### src/wdt_pkg.sv
// shared constants and types for the watchdog block
// assumes a single 40 MHz system clock and an AHB-Lite register port
package wdt_pkg;

	// ----------------------------------------
	// register map (byte addresses)
	// ----------------------------------------
	localparam logic [7:0] CTRL_OFS = 8'h00;
	localparam logic [7:0] STAT_OFS = 8'h04;
	localparam logic [7:0] CMD_OFS = 8'h08;
	localparam logic [7:0] CNT_OFS = 8'h0C;

	// ----------------------------------------
	// field layout
	// ----------------------------------------
	localparam int SWEN_BIT = 0;
	localparam int PSEL_LSB = 1;
	localparam int PSEL_MSB = 5;
	localparam int STAT_TO_BIT = 0;
	localparam int STAT_PD_BIT = 1;
	localparam int STAT_SLEEP_BIT = 2;
	localparam int STAT_WAKING_BIT = 3;
	localparam int CMD_CLR_BIT = 0;

	// ----------------------------------------
	// reset values and encodings
	// ----------------------------------------
	localparam logic [4:0] PSEL_RST = 5'h0B;
	localparam logic SWEN_RST = 1'b0;
	localparam logic [4:0] PSEL_MAX = 5'h12;
	localparam logic [4:0] PSCL_MIN_LOG2 = 5'h05;
	localparam int CNT_W = 23;
	localparam logic [1:0] MODE_OFF = 2'h0;
	localparam logic [1:0] MODE_SW = 2'h1;
	localparam logic [1:0] MODE_NO_SLEEP = 2'h2;
	localparam logic [1:0] MODE_ON = 2'h3;
	localparam logic [2:0] HSIZE_WORD = 3'h2;

	typedef enum {PWR_AWAKE, PWR_ASLEEP, PWR_WAKING} pwr_state_t;

endpackage

### src/wdt_cnt_if.sv
// carrier between the watchdog control logic and its counter
// assumes both ends run on mclk
`timescale 1ns/100ps
interface wdt_cnt_if;
	logic clear;
	logic tick;
	logic [4:0] period_sel;
	logic expire;
	logic [22:0] count;

	modport ctl (output clear, output tick, output period_sel, input expire, input count);
	modport cnt (input clear, input tick, input period_sel, output expire, output count);
endinterface

### src/wdt_counter.sv
// 23-bit watchdog counter advanced by low-frequency oscillator ticks
// assumes tick is a one-cycle pulse synchronous to mclk
`timescale 1ns/100ps
module wdt_counter import wdt_pkg::*; (
	// clock and reset
	input wire logic mclk,
	input wire logic rst,
	// control side
	wdt_cnt_if.cnt cif
);

	logic [CNT_W-1:0] cnt_r;
	logic [CNT_W-1:0] limit;
	logic [CNT_W:0] ratio;
	logic [4:0] sel;

	// ----------------------------------------
	// prescale limit
	// ----------------------------------------
	always_comb begin
		// reserved codes fall back to the shortest interval
		sel = (cif.period_sel > PSEL_MAX) ? 5'h00 : cif.period_sel;
		ratio = 24'h000001 << (PSCL_MIN_LOG2 + sel);
		limit = CNT_W'(ratio - 24'h000001);
	end

	assign cif.expire = cif.tick && !cif.clear && (cnt_r == limit);
	assign cif.count = cnt_r;

	// ----------------------------------------
	// count
	// ----------------------------------------
	always_ff @(posedge mclk) begin
		if (rst || cif.clear) begin
			cnt_r <= '0;
		end else if (cif.tick) begin
			if (cif.expire) begin
				cnt_r <= '0;
			end else begin
				cnt_r <= cnt_r + 23'h000001;
			end
		end
	end

endmodule

### src/watchdog_timer.sv
// watchdog timer with sleep-aware operating modes, AHB-Lite register port
// assumes lf_osc_tick pulses once per low-frequency oscillator period,
// all inputs synchronous to mclk, and a single AHB-Lite master
`timescale 1ns/100ps
module watchdog_timer import wdt_pkg::*; (
	// clock and reset
	input wire logic mclk,
	input wire logic rst,
	// ahb-lite slave
	input wire logic hsel,
	input wire logic [31:0] haddr,
	input wire logic [1:0] htrans,
	input wire logic hwrite,
	input wire logic [2:0] hsize,
	input wire logic [31:0] hwdata,
	input wire logic hready,
	output logic [31:0] hrdata,
	output logic hreadyout,
	output logic hresp,
	// time base and configuration
	input wire logic lf_osc_tick,
	input wire logic [1:0] watchdog_mode_cfg,
	// core and clock system events
	input wire logic watchdog_clear_instr,
	input wire logic sleep_instr,
	input wire logic wake_event,
	input wire logic osc_fail,
	input wire logic osc_startup_timer_run,
	input wire logic sysclk_is_crystal,
	// results
	output logic wdt_reset_req,
	output logic wdt_wake,
	output logic asleep,
	output logic timeout_flag,
	output logic powerdown_flag
);

	wdt_cnt_if cif ();

	wdt_counter u_counter (
		.mclk(mclk),
		.rst(rst),
		.cif(cif)
	);

	// ----------------------------------------
	// declarations
	// ----------------------------------------
	logic [4:0] period_sel_r;
	logic sw_en_r;
	logic timeout_flag_r;
	logic powerdown_flag_r;
	logic wdt_reset_req_r;
	logic wdt_wake_r;
	logic [31:0] hrdata_r;
	logic dph_wr_r;
	logic dph_rd_r;
	logic rd_ok_r;
	logic [7:0] dph_addr_r;
	pwr_state_t state_r;
	pwr_state_t state_nxt;
	logic addr_ok;
	logic wr_ctrl;
	logic wr_stat;
	logic wr_cmd;
	logic sw_clear;
	logic in_sleep;
	logic active;
	logic sleep_enter;
	logic sleep_exit;
	logic expire_awake;
	logic expire_sleep;
	logic [31:0] rd_mux;

	// ----------------------------------------
	// bus decode
	// ----------------------------------------
	// only whole-word transfers are accepted; others complete with no effect
	assign addr_ok = hsel && hready && htrans[1] && (hsize == HSIZE_WORD);
	assign hreadyout = !dph_rd_r || rd_ok_r;
	assign hresp = 1'b0;
	assign hrdata = hrdata_r;

	assign wr_ctrl = dph_wr_r && (dph_addr_r == CTRL_OFS);
	assign wr_stat = dph_wr_r && (dph_addr_r == STAT_OFS);
	assign wr_cmd = dph_wr_r && (dph_addr_r == CMD_OFS);
	assign sw_clear = wr_cmd && hwdata[CMD_CLR_BIT];

	always_ff @(posedge mclk) begin
		if (rst) begin
			dph_wr_r <= 1'b0;
			dph_rd_r <= 1'b0;
			rd_ok_r <= 1'b0;
			dph_addr_r <= 8'h00;
		end else if (hreadyout) begin
			dph_wr_r <= addr_ok && hwrite;
			dph_rd_r <= addr_ok && !hwrite;
			dph_addr_r <= haddr[7:0];
			rd_ok_r <= 1'b0;
		end else begin
			rd_ok_r <= 1'b1;
		end
	end

	// ----------------------------------------
	// read data
	// ----------------------------------------
	// reads take one wait state so a write just before is always seen
	always_comb begin
		rd_mux = 32'h00000000;
		case (dph_addr_r)
			CTRL_OFS: begin
				rd_mux[PSEL_MSB:PSEL_LSB] = period_sel_r;
				rd_mux[SWEN_BIT] = sw_en_r;
			end
			STAT_OFS: begin
				rd_mux[STAT_TO_BIT] = timeout_flag_r;
				rd_mux[STAT_PD_BIT] = powerdown_flag_r;
				rd_mux[STAT_SLEEP_BIT] = in_sleep;
				rd_mux[STAT_WAKING_BIT] = (state_r == PWR_WAKING);
			end
			CNT_OFS: begin
				rd_mux[CNT_W-1:0] = cif.count;
			end
			default: begin
				rd_mux = 32'h00000000;
			end
		endcase
	end

	always_ff @(posedge mclk) begin
		if (rst) begin
			hrdata_r <= 32'h00000000;
		end else if (dph_rd_r && !rd_ok_r) begin
			hrdata_r <= rd_mux;
		end
	end

	// ----------------------------------------
	// control register
	// ----------------------------------------
	always_ff @(posedge mclk) begin
		if (rst) begin
			period_sel_r <= PSEL_RST;
			sw_en_r <= SWEN_RST;
		end else if (wr_ctrl) begin
			period_sel_r <= hwdata[PSEL_MSB:PSEL_LSB];
			sw_en_r <= hwdata[SWEN_BIT];
		end
	end

	// ----------------------------------------
	// operating mode
	// ----------------------------------------
	assign in_sleep = (state_r == PWR_ASLEEP);

	always_comb begin
		case (watchdog_mode_cfg)
			MODE_ON: active = 1'b1;
			MODE_NO_SLEEP: active = !in_sleep;
			MODE_SW: active = sw_en_r;
			MODE_OFF: active = 1'b0;
			default: active = 1'b0;
		endcase
	end

	// ----------------------------------------
	// sleep sequencing
	// ----------------------------------------
	// a wake source already pending turns the sleep request into a no-op
	assign sleep_enter = (state_r == PWR_AWAKE) && sleep_instr && !wake_event;
	assign expire_awake = cif.expire && (state_r == PWR_AWAKE);
	assign expire_sleep = cif.expire && in_sleep;
	assign sleep_exit = in_sleep && (wake_event || expire_sleep);

	always_comb begin
		state_nxt = state_r;
		case (state_r)
			PWR_AWAKE: begin
				if (sleep_enter) begin
					state_nxt = PWR_ASLEEP;
				end
			end
			PWR_ASLEEP: begin
				if (sleep_exit) begin
					// crystal clocks must wait out the start-up timer
					state_nxt = sysclk_is_crystal ? PWR_WAKING : PWR_AWAKE;
				end
			end
			PWR_WAKING: begin
				if (!osc_startup_timer_run) begin
					state_nxt = PWR_AWAKE;
				end
			end
			default: begin
				state_nxt = PWR_AWAKE;
			end
		endcase
	end

	always_ff @(posedge mclk) begin
		if (rst) begin
			state_r <= PWR_AWAKE;
		end else begin
			state_r <= state_nxt;
		end
	end

	assign asleep = in_sleep;

	// ----------------------------------------
	// counter control
	// ----------------------------------------
	// the oscillator divider select has no path here, so retuning the
	// system clock never disturbs the count
	assign cif.tick = lf_osc_tick;
	assign cif.period_sel = period_sel_r;
	assign cif.clear = watchdog_clear_instr
		|| sw_clear
		|| sleep_enter
		// a time-out in sleep empties the count through its own expiry;
		// feeding sleep_exit back here would loop through expire
		|| (in_sleep && wake_event)
		|| osc_fail
		|| !active
		|| osc_startup_timer_run
		|| (state_r == PWR_WAKING);

	// ----------------------------------------
	// reset request and wake
	// ----------------------------------------
	always_ff @(posedge mclk) begin
		if (rst) begin
			wdt_reset_req_r <= 1'b0;
		end else begin
			wdt_reset_req_r <= expire_awake;
		end
	end

	always_ff @(posedge mclk) begin
		if (rst) begin
			wdt_wake_r <= 1'b0;
		end else begin
			wdt_wake_r <= expire_sleep;
		end
	end

	assign wdt_reset_req = wdt_reset_req_r;
	assign wdt_wake = wdt_wake_r;

	// ----------------------------------------
	// status flags
	// ----------------------------------------
	// write one to clear; a hardware set in the same cycle wins
	always_ff @(posedge mclk) begin
		if (rst) begin
			timeout_flag_r <= 1'b0;
		end else if (expire_sleep) begin
			timeout_flag_r <= 1'b1;
		end else if (wr_stat && hwdata[STAT_TO_BIT]) begin
			timeout_flag_r <= 1'b0;
		end
	end

	always_ff @(posedge mclk) begin
		if (rst) begin
			powerdown_flag_r <= 1'b0;
		end else if (sleep_enter || expire_sleep) begin
			powerdown_flag_r <= 1'b1;
		end else if (wr_stat && hwdata[STAT_PD_BIT]) begin
			powerdown_flag_r <= 1'b0;
		end
	end

	assign timeout_flag = timeout_flag_r;
	assign powerdown_flag = powerdown_flag_r;

endmodule

### config.mk
export PLATFORM = sky130hd
export DESIGN_NAME = watchdog_timer
export DESIGN_NICKNAME = d
export VERILOG_FILES = /design/src/wdt_pkg.sv /design/src/wdt_cnt_if.sv /design/src/wdt_counter.sv /design/src/watchdog_timer.sv
export SDC_FILE = /design/constraint.sdc
export NUM_CORES = 1
export LEC_CHECK = 0
export BUFFER_PORTS_ARGS = -buffer_cell sky130_fd_sc_hd__buf_2
export CORE_AREA = 2 2 113 82
export DETAILED_ROUTE_END_ITERATION = 10
export DIE_AREA = 0 0 115 84
export PLACE_DENSITY = 0.78
export SYNTH_ARGS = -nofsm -noshare
export SYNTH_HDL_FRONTEND = slang
export SYNTH_HIERARCHICAL = 1
export SYNTH_SLANG_ARGS = --single-unit
### constraint.sdc
create_clock -name mclk -period 2.93 [get_ports mclk]
set_clock_uncertainty 0.15 [all_clocks]
set_input_delay 0.293 -clock mclk [delete_from_list [all_inputs] [get_ports mclk]]
set_output_delay 0.293 -clock mclk [all_outputs]
set_load 0.02 [all_outputs]
### Yosys cells after proc, flatten, opt, wreduce, memory -nomap -nowiden

Cells that the tools add are included.

| word-level totals | value |
|---|---|
| register bits after elaboration | 99 |
| input port bits | 83 |
| output and inout bits | 39 |
| logic and storage cells | 94 |

| cells by class | value |
|---|---|
| $add $sub $neg | 3 |
| order comparisons | 1 |
| eq/ne operators | 15 |
| shift-type cells | 1 |
| mux-type cells | 16 |
| reductions and logical operators | 45 |

Operators with widths:

| cell | number |
|---|---|
| $mux W32 | 3 |
| $pmux W32 S3 | 1 |
| $eq A32 B2 Y1 const B | 2 |
| $logic_not A32 Y1 | 2 |
| $eq A32 B1 Y1 const B | 1 |
| $eq A32 B3 Y1 const B | 1 |
| $add A23 B1 Y23 const B | 1 |
| $eq A23 B23 Y1 | 1 |
| $mux W23 | 1 |
| $shl A1 B5 Y23 const A | 1 |
| $sub A23 B1 Y23 const B | 1 |
| $logic_and A1 B1 Y1 | 20 |
| $mux W17 | 1 |
| $eq A8 B4 Y1 const B | 2 |
| $pmux W4 S3 | 1 |
| $logic_or A1 B1 Y1 | 11 |
| $eq A8 B3 Y1 const B | 1 |
| $logic_not A8 Y1 | 1 |
| $logic_not A1 Y1 | 7 |
| $ne A2 B2 Y1 const B | 3 |
| $add A3 B5 Y5 const A | 1 |
| $gt A5 B5 Y1 const B | 1 |
| $mux W1 | 5 |
| $mux W5 | 1 |
| 9 further kinds | 11 |

### Logic depth before layout (Yosys ltp)

Gate-level depths: netlist of the first run.

| logic depth | value |
|---|---|
| word-level depth | 18 |
| depth in mapped cells | 12 |
| depth with buffers taken out | 12 |

### Cells and area by module

Netlist of the first run, hierarchy kept.

By module, submodules not included:

| module | instances | cells each | area each (um^2) | sequential area each (um^2) |
|---|---|---|---|---|
| watchdog_timer | 1 | 217 | 1900.6 | 920.9 |
| wdt_counter | 1 | 233 | 1865.5 | 460.4 |

### Worst setup path after synthesis of the first run

Ideal clock, no wire load.

| path | value |
|---|---|
| path type | flip-flop to flip-flop |
| from | reg period_sel_r[4] (netlist: cif.period_sel[4]) |
| to | reg timeout_flag_r (netlist: timeout_flag) |
| library setup time | 58 ps |
| data arrival time | 2668 ps |
| data required time | 2722 ps |
| setup slack | 55 ps |
| cell stages (with the launch flop) | 11 |
| path buffers | 1 |
| clock period less this slack | 2875 ps |
| cells stage by stage | dfxtp_1 -> buf_6 -> or3b_4 -> o31a_1 -> or3_1 -> a211oi_2 -> o22ai_2 -> a2111oi_2 -> inv_1 -> nor3_1 -> a31o_2 |

| between the ends | value |
|---|---|
| cells in the longest elaborated chain, start to end | 9 |
| elaborated cells on any way between the ends | 10 |
| classes of those cells | 2 x add/sub; 1 x order compare; 1 x eq/ne; 1 x shift; 2 x mux; 3 x reduce/logical |

Ends and longest elaborated chain:

| item | RTL line | text |
|---|---|---|
| start, declared | watchdog_timer.sv:49 | `logic [4:0] period_sel_r;` |
| start signal, assigned | watchdog_timer.sv:147 | `period_sel_r <= hwdata[PSEL_MSB:PSEL_LSB];` |
| $gt A5 B5 Y1 | wdt_counter.sv:22 | `sel = (cif.period_sel > PSEL_MAX) ? 5'h00 : cif.period_sel;` |
| $mux W5 (*) | wdt_counter.sv:22 |  |
| $add A3 B5 Y5 (*) | wdt_counter.sv:23 | `ratio = 24'h000001 << (PSCL_MIN_LOG2 + sel);` |
| $shl A1 B5 Y23 (*) | wdt_counter.sv:23 |  |
| $sub A23 B1 Y23 (*) | wdt_counter.sv:24 | `limit = CNT_W'(ratio - 24'h000001);` |
| $eq A23 B23 Y1 (*) | wdt_counter.sv:27 | `assign cif.expire = cif.tick && !cif.clear && (cnt_r == limit);` |
| $logic_and A1 B1 Y1 (*) | wdt_counter.sv:27 |  |
| via cif.expire | wdt_cnt_if.sv:8 | `logic expire;` |
| $logic_and A1 B1 Y1 (*) | watchdog_timer.sv:173 | `assign expire_sleep = cif.expire && in_sleep;` |
| $mux W1 or $reduce_bool A2 Y1 (tied branches) | - |  |
| end signal, assigned | watchdog_timer.sv:257 | `timeout_flag_r <= 1'b0;` |
| end signal, assigned | watchdog_timer.sv:259 | `timeout_flag_r <= 1'b1;` |
| end signal, assigned | watchdog_timer.sv:261 | `timeout_flag_r <= 1'b0;` |
| end, declared | watchdog_timer.sv:51 | `logic timeout_flag_r;` |

Mark *: on every way through the listed nets, which the timed path passes. The rest lies on a longest branch.
A chain may end at the register's enable or synchronous reset.

### Worst setup path in the final report of the first run

| path | value |
|---|---|
| from | reg state_r[1] |
| to | reg u_counter.cnt_r[3] (netlist: u_counter/cif.count[3]) |

| between the ends | value |
|---|---|
| cells in the longest elaborated chain, start to end | 13 |
| elaborated cells on any way between the ends | 20 |
| classes of those cells | 2 x eq/ne; 2 x mux; 16 x reduce/logical |

Ends and longest elaborated chain:

| item | RTL line | text |
|---|---|---|
| start, declared | watchdog_timer.sv:60 | `pwr_state_t state_r;` |
| start signal, assigned | watchdog_timer.sv:205 | `state_r <= state_nxt;` |
| branches (longest 8 deep; another with $eq A32 B2 Y1) | - |  |
| $logic_or A1 B1 Y1 (*) | watchdog_timer.sv:227 | `\|\| (state_r == PWR_WAKING);` |
| via cif.clear | wdt_cnt_if.sv:5 | `logic clear;` |
| $logic_not A1 Y1 | wdt_counter.sv:27 |  |
| $logic_and A1 B1 Y1 (2 in a row) | wdt_counter.sv:27 |  |
| $mux W23 | wdt_counter.sv:37 | `if (cif.expire) begin` |
| end signal, assigned | wdt_counter.sv:40 | `cnt_r <= cnt_r + 23'h000001;` |
| end, declared | wdt_counter.sv:12 | `logic [CNT_W-1:0] cnt_r;` |

Mark *: on every way through the listed nets, which the timed path passes.

==> impl_metrics.env, run 1 <==
export IMPL_outcome="finished with violations"
export IMPL_violations="negative setup slack"
export IMPL_initial_utilization_pct=43.2
export IMPL_place_hpwl_um=7570
export IMPL_path_class="reg -> reg"
export IMPL_startpoint_type="flop"
export IMPL_dpl_cell_count=634
export IMPL_via_per_inst=5.69
export IMPL_synthAdderAreaFrac_pct=0.664
export IMPL_setup_viol=11
export IMPL_io_pins=122
export IMPL_synth_area_leaders="dfxtp_1, xor2_1, nor2_1"
export IMPL_async_flop_share_pct=0
export IMPL_wl_per_cell_um=16.6
export IMPL_synth_top_cell_by_area="dfxtp_1"
export IMPL_synth_simple_gate_area_share_pct=27.8
export IMPL_synth_cells=450
export IMPL_cts_hold_buf=0
export IMPL_postSynthRegisterBits=69
export IMPL_h_tree_depth=3
export IMPL_final_common_cell="dfxtp_1"
export IMPL_grt_remaining_overflow=0
export IMPL_yosysSeqAreaShare_pct=36.7
export IMPL_grt_pass1_wl_um=17300
export IMPL_drive_gt1_share_pct=33.1
export IMPL_fin_crit_sh_pct=101
export IMPL_worstHoldStart="haddr[6]"
export IMPL_synth_edff_count=0
export IMPL_endpoint_kind="flop"
export IMPL_hold_violations=0
export IMPL_io_buffers=60
export IMPL_syn_area_um2=3770
export IMPL_fp_dieH_um=84
export IMPL_rrSetupSlack_ns=-0.02
export IMPL_slew_limit_headroom_pct=51.1
export IMPL_synthMuxAreaShare_pct=1.66
export IMPL_drt_iter0_drc=221
export IMPL_cp_max_fo=11
export IMPL_cts_buffers=9
export IMPL_die_area_um2=9660
export IMPL_drtPass1Iterations=5
export IMPL_post_route_min_period_ns=2.95
export IMPL_vdd_ir_drop_max_mv=0.364
export IMPL_n_antenna_cell=0
export IMPL_cp_data_required_time_ns=3.00
export IMPL_synth_top_area_share_pct=36.7
export IMPL_finalWeightedCongestion=0.923
export IMPL_rr_startpoint="state_r[1]"
export IMPL_power_total_w=0.00228
export IMPL_syn2layout_area_growth_pct=30.3
export IMPL_grt_max_degree=40
export IMPL_hold_class="in -> reg"
export IMPL_crit_slowest_cell="o21ai_4"
export IMPL_worst_slew_pin_slew_ns=0.727
export IMPL_rows=29
export IMPL_holdWs_ns=0.0499
export IMPL_clock_sinks=69
export IMPL_synth_avg_cell_area_um2=8.37
export IMPL_cp_data_arrival_time_ns=3.02
export IMPL_slowest_delay_ns=0.35
export IMPL_holdPathStages=3
export IMPL_cts_root_buf="clkbuf_16"
export IMPL_drv_slew=0
export IMPL_clockBufferDepth=2
export IMPL_drcViolationCount=0
export IMPL_synth_compound_area_share_pct=18.1
export IMPL_powerDensity_nw_per_um2=465
export IMPL_instances_no_fill=655
export IMPL_p_leak_nw=1.96
export IMPL_rsz0062_at_grt="yes"
export IMPL_grt_pass1_vias=3448
export IMPL_antenna_found_initial=0
export IMPL_min_to="dph_addr_r[6]"
export IMPL_finalCoreUtilization_pct=56.4
export IMPL_vias=3727
export IMPL_final_cell_mix="dfxtp_1, buf_2, nor2_1"
export IMPL_fin_nets=627
export IMPL_synthFlopType="dfxtp_1"
export IMPL_yosysWarnings=6
export IMPL_fmax_mhz=339
export IMPL_max_cap_violations=0
export IMPL_clk_pin_slew_worst_paths_ns=0.06
export IMPL_synth_top_family_by_area="simple AND/OR/NAND/NOR gates"
export IMPL_routed_wl_um=10900
export IMPL_die_w_um=115
export IMPL_synth_xor_area_share_pct=8.37
export IMPL_ant_nets=0
export IMPL_clock_latency_ns=0.34
export IMPL_path_cells="nor2b_4 -> nor3_2 -> o21ai_2 -> a31o_2 -> nand4b_1 -> a211oi_2 -> o221ai_2 -> a2111oi_2 -> nand4_1 -> o21ai_4 -> clkbuf_16 -> nor2_2"
export IMPL_grt_use_total_pct=22.6
export IMPL_fin_ws_ns=-0.0186
export IMPL_core_um2=8710
export IMPL_regToRegEndpoint="u_counter/cif.count[3]"
export IMPL_rr_worst_depth=12
export IMPL_cts_tree="built"
export IMPL_synth_cell_types=71
==> cells by family after synthesis <==
family | count (synthesis)
DFF | 69
buffers and inverters | 44
xor gates and xnor gates | 36
adders and majority gates | 2
muxes | 6
AOI/OAI and AO/OA | 96
other | 2
and+or+nand+nor | 195
==> cell usage after synthesis (3+ instances only) <==
library cell  number
mux2i_1            4
nor3_1            12
nor2b_1            3
nor4bb_1           3
a21oi_1           26
o211ai_1           3
nor3b_1            3
nor2_1            53
xor2_1            24
nor2_2            11
buf_4             13
nand2_1           39
a22oi_1           21
o21ai_0           11
nor4_1             5
xnor2_1           12
nand4_1            7
dfxtp_1           69
and3_1             7
and2_1             3
inv_1              6
nand2b_1           8
nand3b_1           3
nand3_1           18
clkbuf_1          14
buf_2              5
or3_1              5
o22ai_1            5
==> per-stage QoR <==
stage / TNS (ns) / cell area [um2] / setup slack (ns)
3_3_place_gp: -13.14 / 4350 / -0.494
2_1_floorplan: 0 / 3800 / 0.0546
3_5_place_dp: -13.54 / 4350 / -0.504
6_report: -0.130 / 4910 / -0.0186
4_1_cts: 0 / 4720 / 0.0156
5_1_grt: -2.68 / 4910 / -0.144
==> critical path, delay by kind of cell (launching register included) <==
| kind | cells | cell delay, ns |
|---|---|---|
| AOI/OAI and AO/OA | 6 | 1.36 |
| buffers and inverters | 1 | 0.25 |
| DFF | 1 | 0.32 |
| and+or+nand+nor | 5 | 0.76 |
==> routing by layer <==
| metal | up-vias | GRT usage [%] | routed length [um] |
|---|---|---|---|
| met3 | 20 | 4.79 | 703 |
| met5 | - | 0 | 0 |
| met2 | 159 | 31.9 | 4660 |
| li1 | 1773 | - | - |
| met1 | 1775 | 33.8 | 5330 |
| met4 | 0 | 7.78 | 189 |
==> worst max path at each step <==
stage / slack [ns] / cells after the start / start / to
final: -0.02 / 12 / state_r[1] / u_counter/cif.count[3]
after global routing: -0.14 / 12 / state_r[1] / u_counter/cif.count[3]
after CTS: 0.02 / 9 / cif.period_sel[0] / timeout_flag
after detailed placement: -0.50 / 13 / watchdog_clear_instr / u_counter/cif.count[15]
after global placement: -0.49 / 13 / watchdog_clear_instr / u_counter/cif.count[15]
after floorplan: 0.05 / 10 / cif.period_sel[4] / timeout_flag
==> timing repair <==
item,in CTS,in global routing
gates cloned,0,2
buffers inserted,0,3
pin swaps,4,6
endpoints found under the hold margin,0,0
setup endpoints to repair,29,29
gates resized for setup,11,32
==> power breakdown <==
group	internal, W	switching, W	leakage, nW
clock	0.000753	0.000435	0.154
combinational	0.0000578	0.0000840	1.25
sequential	0.000946	0.00000532	0.560
total	0.00176	0.000524	1.96
==> sequential cells by signal, summed over array words and instances (netlist names) <==
name and cells:
sw_en_r 1, hrdata 23, wdt_wake 1, rd_ok_r 1, dph_rd_r 1, u_counter/cif.count 23, dph_addr_r 8, state_r 2
cif.period_sel 5, timeout_flag 1, wdt_reset_req 1, powerdown_flag 1, dph_wr_r 1
==> final cells by class <==
cell class / count / area, um2
multi-input cells: 347 / 2310
clock buffers: 10 / 229
fillers: 791 / 3800
repair buffers: 108 / 716
flip-flops and latches: 69 / 1390
well taps: 108 / 135
clock inverters: 6 / 93.8
inverters: 7 / 26.3
Note: power is estimated with default switching activity, not from simulation.
==> run 2: changes to the inputs <==
--- a/config.mk
+++ b/config.mk
@@ -9,7 +9,8 @@
 export CORE_AREA = 2 2 113 82
 export DETAILED_ROUTE_END_ITERATION = 10
 export DIE_AREA = 0 0 115 84
-export PLACE_DENSITY = 0.78
+export PLACE_DENSITY = 0.75
+export SKIP_CTS_REPAIR_TIMING = 1
 export SYNTH_ARGS = -nofsm -noshare
 export SYNTH_HDL_FRONTEND = slang
 export SYNTH_HIERARCHICAL = 1
==> run 2 against run 1 <==
The run now ends clean. Sequential cell count is the same. Critical path type unchanged. Power decreased by 4.6%. Wire length shrank 6.9%. Global-route usage is 1.4 points lower. Non-clock buffer count fell by 4. Combinational power decreased by 4%.
==> impl_metrics.env, run 2 (synthesis gave the netlist of run 1 again) <==
export IMPL_rows=29
export IMPL_cp_data_arrival_time_ns=2.87
export IMPL_cpLargestDelayFamily="simple AND/OR/NAND/NOR gates"
export IMPL_grt_remaining_overflow=0
export IMPL_ant_nets=0
export IMPL_wl_per_cell_um=15.6
export IMPL_slowest_delay_ns=0.41
export IMPL_clock_latency_ns=0.33
export IMPL_final_common_cell="dfxtp_1"
export IMPL_initial_utilization_pct=43.2
export IMPL_path_cells="or3b_4 -> or3_4 -> and3_1 -> nor4_2 -> o22ai_2 -> a2111oi_4 -> inv_2 -> mux2i_1 -> nor4_1"
export IMPL_vdd_ir_drop_max_mv=0.477
export IMPL_num_fill_cells=791
export IMPL_power_total_w=0.00217
export IMPL_io_pins=122
export IMPL_hold_violations=0
export IMPL_min_to="dph_addr_r[0]"
export IMPL_p_leak_nw=1.93
export IMPL_vias=3660
export IMPL_via_per_inst=5.62
export IMPL_h_tree_depth=3
export IMPL_endpoint_kind="flop"
export IMPL_core_um2=8710
export IMPL_cp_max_fo=5
export IMPL_fin_crit_sh_pct=96.3
export IMPL_cts_tree="built"
export IMPL_fmax_mhz=354
export IMPL_drt_iter0_drc=281
export IMPL_cts_root_buf="clkbuf_16"
export IMPL_rr_startpoint="cif.period_sel[0]"
export IMPL_drtPass1Iterations=5
export IMPL_finalWeightedCongestion=0.965
export IMPL_drcViolationCount=0
export IMPL_n_antenna_cell=0
export IMPL_crit_cells=9
export IMPL_die_area_um2=9660
export IMPL_startpoint_type="flop"
export IMPL_grt_use_total_pct=21.2
export IMPL_cp_data_required_time_ns=2.98
export IMPL_final_cell_mix="dfxtp_1, buf_2, nor2_1"
export IMPL_die_w_um=115
export IMPL_grt_pass1_wl_um=16200
export IMPL_routed_wl_um=10100
export IMPL_fp_dieH_um=84
export IMPL_rr_worst_depth=9
export IMPL_holdPathStages=3
export IMPL_path_buf_inv=1
export IMPL_finalCoreUtilization_pct=55.3
export IMPL_antenna_found_initial=0
export IMPL_syn2layout_area_growth_pct=27.9
export IMPL_post_route_min_period_ns=2.82
export IMPL_grt_pass1_vias=3295
export IMPL_cts_buffers=9
export IMPL_worstHoldStart="haddr[0]"
export IMPL_rrSetupSlack_ns=0.11
export IMPL_outcome="completed"
export IMPL_clock_sinks=69
export IMPL_grt_max_degree=46
export IMPL_drv_slew=0
export IMPL_clk_pin_slew_worst_paths_ns=0.06
export IMPL_fin_nets=623
export IMPL_setup_viol=0
export IMPL_max_cap_violations=0
export IMPL_clockBufferDepth=2
export IMPL_place_hpwl_um=7400
export IMPL_worst_slew_pin_slew_ns=0.682
export IMPL_crit_slowest_cell="or3b_4"
export IMPL_slew_limit_headroom_pct=54.1
export IMPL_io_buffers=60
export IMPL_regToRegEndpoint="state_r[0]"
export IMPL_path_class="reg -> reg"
export IMPL_rsz0062_at_grt="yes"
export IMPL_drive_gt1_share_pct=32.0
export IMPL_powerDensity_nw_per_um2=451
export IMPL_hold_class="in -> reg"
[run 2: cell types whose count changed in the layout (fill, tap and decap cells not counted), moves of 2 or more]
cell / delta
o22ai_2: +2
buf_4: -2
clkinv_2: +2
clkbuf_16: -2
inv_6: -2
[run 2: final cells by class]
class | instances | area (um2) | area share (%)
Inverter | 7 | 26.3 | 0.545
Tap cell | 108 | 135 | 2.81
Multi-Input combinational cell | 347 | 2300 | 47.8
Timing Repair Buffer | 104 | 659 | 13.7
Sequential cell | 69 | 1390 | 28.9
Clock inverter | 7 | 75.1 | 1.56
Clock buffer | 9 | 225 | 4.68
[run 2: worst max-delay path by stage]
stage | start | to | slack [ns]
after CTS | state_r[1] | timeout_flag | -0.23
after global routing | cif.period_sel[2] | state_r[0] | -0.07
after detailed placement | watchdog_clear_instr | timeout_flag | -0.46
final | cif.period_sel[0] | state_r[0] | 0.11
after global placement | watchdog_clear_instr | timeout_flag | -0.46
after floorplan | cif.period_sel[4] | timeout_flag | 0.05
[run 2: report_power, final]
part           leakage [nW]  total (W)  internal [W]  switching, W
clock network         0.143    0.00109      0.000662      0.000423
registers             0.560   0.000952      0.000946    0.00000563
logic                  1.22   0.000137     0.0000564     0.0000806
[run 2: metrics by stage]
step	instance area (um2)	worst slack [ns]	instances	TNS (ns)	hold slack, ns
detailed placement	4360	-0.465	633	-11.66	0.292
global route	4820	-0.0710	651	-0.173	0.0466
floorplan	3800	0.0546	460	0	0.222
global placement	4360	-0.464	633	-11.35	0.285
finish	4820	0.108	651	0	0.0500
CTS	4660	-0.229	649	-4.63	0.0420
[run 2: routing by layer]
layer,vias up,global-route usage (%),share of wire (%)
met5,-,0,0
met4,0,6.02,1.2
met3,11,5.45,7.7
met2,151,29.9,44
met1,1735,31.6,47
li1,1763,-,-
[run 2: worst register-to-register path, cell delays in order (launching register included)]
cell and delay [ns]:
dfxtp_4 0.36, or3b_4 0.41, or3_4 0.35, and3_1 0.18, nor4_2 0.31, o22ai_2 0.17
a2111oi_4 0.40, inv_2 0.10, mux2i_1 0.16, nor4_1 0.07
==> run 3: changes to the inputs <==
--- a/config.mk
+++ b/config.mk
@@ -10,6 +10,7 @@
 export DETAILED_ROUTE_END_ITERATION = 10
 export DIE_AREA = 0 0 115 84
 export PLACE_DENSITY = 0.75
+export RECOVER_POWER = 50
 export SKIP_CTS_REPAIR_TIMING = 1
 export SYNTH_ARGS = -nofsm -noshare
 export SYNTH_HDL_FRONTEND = slang
==> run 3 against run 2 <==
Combinational power is essentially flat. Maximum frequency up 0.46%. Power decreased by 0.24%.
==> impl_metrics.env, run 3 (synthesis gave the netlist of run 1 again) <==
export IMPL_n_antenna_cell=0
export IMPL_wl_per_cell_um=15.6
export IMPL_hold_class="in -> reg"
export IMPL_place_ws_ns=-0.465
export IMPL_grt_remaining_overflow=0
export IMPL_grt_max_degree=46
export IMPL_path_cells="or3b_4 -> or3_4 -> and3_1 -> nor4_2 -> o22ai_2 -> a2111oi_4 -> inv_2 -> mux2i_1 -> nor4_1"
export IMPL_drtPass1Iterations=5
export IMPL_drcViolationCount=0
export IMPL_rrSetupSlack_ns=0.12
export IMPL_globalRouteMet2Util_pct=29.9
export IMPL_final_cell_mix="dfxtp_1, nor2_1, buf_4"
export IMPL_outcome="completed"
export IMPL_clk_pin_slew_worst_paths_ns=0.06
export IMPL_h_tree_depth=3
export IMPL_slowest_delay_ns=0.41
export IMPL_endpoint_kind="flop"
export IMPL_worst_slew_pin_slew_ns=1.06
export IMPL_die_area_um2=9660
export IMPL_io_pins=122
export IMPL_fin_ws_ns=0.121
export IMPL_ant_nets=0
export IMPL_finalWeightedCongestion=0.965
export IMPL_met3_usage_pct=5.45
export IMPL_syn2layout_area_growth_pct=26.3
export IMPL_place_area_um2=4360
export IMPL_drv_slew=0
export IMPL_post_route_min_period_ns=2.81
export IMPL_place_hpwl_um=7400
export IMPL_grtUsageMet1_pct=31.6
export IMPL_clock_latency_ns=0.33
export IMPL_cp_data_arrival_time_ns=2.85
export IMPL_clockBufferDepth=2
export IMPL_startpoint_type="flop"
export IMPL_fin_crit_sh_pct=95.9
export IMPL_clock_sinks=69
export IMPL_io_buffers=60
export IMPL_rsz0062_at_grt="yes"
export IMPL_hold_violations=0
export IMPL_rr_worst_depth=9
export IMPL_power_total_w=0.00217
export IMPL_final_cell_area_um2=4760
export IMPL_cts_buffers=9
export IMPL_slew_limit_headroom_pct=29.1
export IMPL_cts_tree="built"
export IMPL_antenna_found_initial=0
export IMPL_core_um2=8710
export IMPL_rr_startpoint="cif.period_sel[0]"
export IMPL_startpoint="cif.period_sel[0]"
export IMPL_crit_path_end="state_r[0]"
export IMPL_grt_pass1_vias=3295
export IMPL_fmax_mhz=356
export IMPL_crit_slowest_cell="or3b_4"
export IMPL_drt_iter0_drc=288
export IMPL_vias=3654
export IMPL_drive_gt1_share_pct=26.5
export IMPL_cp_data_required_time_ns=2.97
export IMPL_routed_wl_um=10200
export IMPL_die_w_um=115
export IMPL_cp_max_fo=5
export IMPL_regToRegEndpoint="state_r[0]"
export IMPL_max_cap_violations=0
export IMPL_grt_use_total_pct=21.2
export IMPL_via_per_inst=5.61
export IMPL_final_common_cell="dfxtp_1"
export IMPL_path_class="reg -> reg"
export IMPL_fp_dieH_um=84
export IMPL_rows=29
export IMPL_worstHoldStart="haddr[0]"
export IMPL_cts_root_buf="clkbuf_16"
export IMPL_top_usage_layer="met1"
export IMPL_tns_ns=0
export IMPL_num_fill_cells=813
export IMPL_setup_viol=0
export IMPL_vdd_ir_drop_max_mv=0.473
export IMPL_initial_utilization_pct=43.2
export IMPL_grt_pass1_wl_um=16200
export IMPL_p_leak_nw=1.79
export IMPL_fin_nets=623
export IMPL_powerDensity_nw_per_um2=456
[run 3: changes by cell type in the layout (fill, tap and decap cells not counted), sizes merged]
| cell | change |
|---|---|
| clkbuf | +28 |
| buf | -28 |
[run 3: layout make-up]
| cell class | count | area [um2] | area share, % |
|---|---|---|---|
| clock buffers | 9 | 225 | 4.73 |
| repair buffers | 104 | 624 | 13.1 |
| multi-input cells | 347 | 2280 | 47.9 |
| flip-flops and latches | 69 | 1390 | 29.2 |
| well taps | 108 | 135 | 2.84 |
| clock inverters | 7 | 75.1 | 1.58 |
| inverters | 7 | 26.3 | 0.552 |
[run 3: metal layers]
metal | share of wire (%) | up-vias
met5 | 0 | -
met2 | 44 | 119
li1 | - | 1763
met4 | 1.2 | 0
met3 | 5.9 | 12
met1 | 49 | 1760
[run 3: per-stage QoR]
stage	util (%)	cells	hold WS, ns
floorplan	-	460	0.222
global placement	50.1	633	0.285
detailed placement	50.1	633	0.292
CTS	53.5	649	0.0420
global route	54.6	651	0.0466
finish	54.6	651	0.0498
[run 3: where the power goes]
part	internal [W]	switching [W]	total, W
sequential	0.000946	0.00000563	0.000952
clock	0.000662	0.000421	0.00108
combinational	0.0000550	0.0000788	0.000134
[run 3: worst min path at each step]
stage | end | slack [ns] | depth (start not counted)
finish | dph_addr_r[0] | 0.05 | 3
global route | dph_addr_r[0] | 0.05 | 3
CTS | dph_addr_r[0] | 0.04 | 3
detailed placement | dph_addr_r[7] | 0.29 | 2
global placement | dph_addr_r[7] | 0.29 | 2
floorplan | state_r[0] | 0.22 | 1
[run 3: worst max-delay path: cells and delay by family (launching register included)]
family,cells,cell delay [ns]
buffers and inverters,1,0.10
flip-flops,1,0.36
multiplexers,1,0.16
AO/OA/AOI/OAI,2,0.57
AND/OR/NAND/NOR,5,1.30
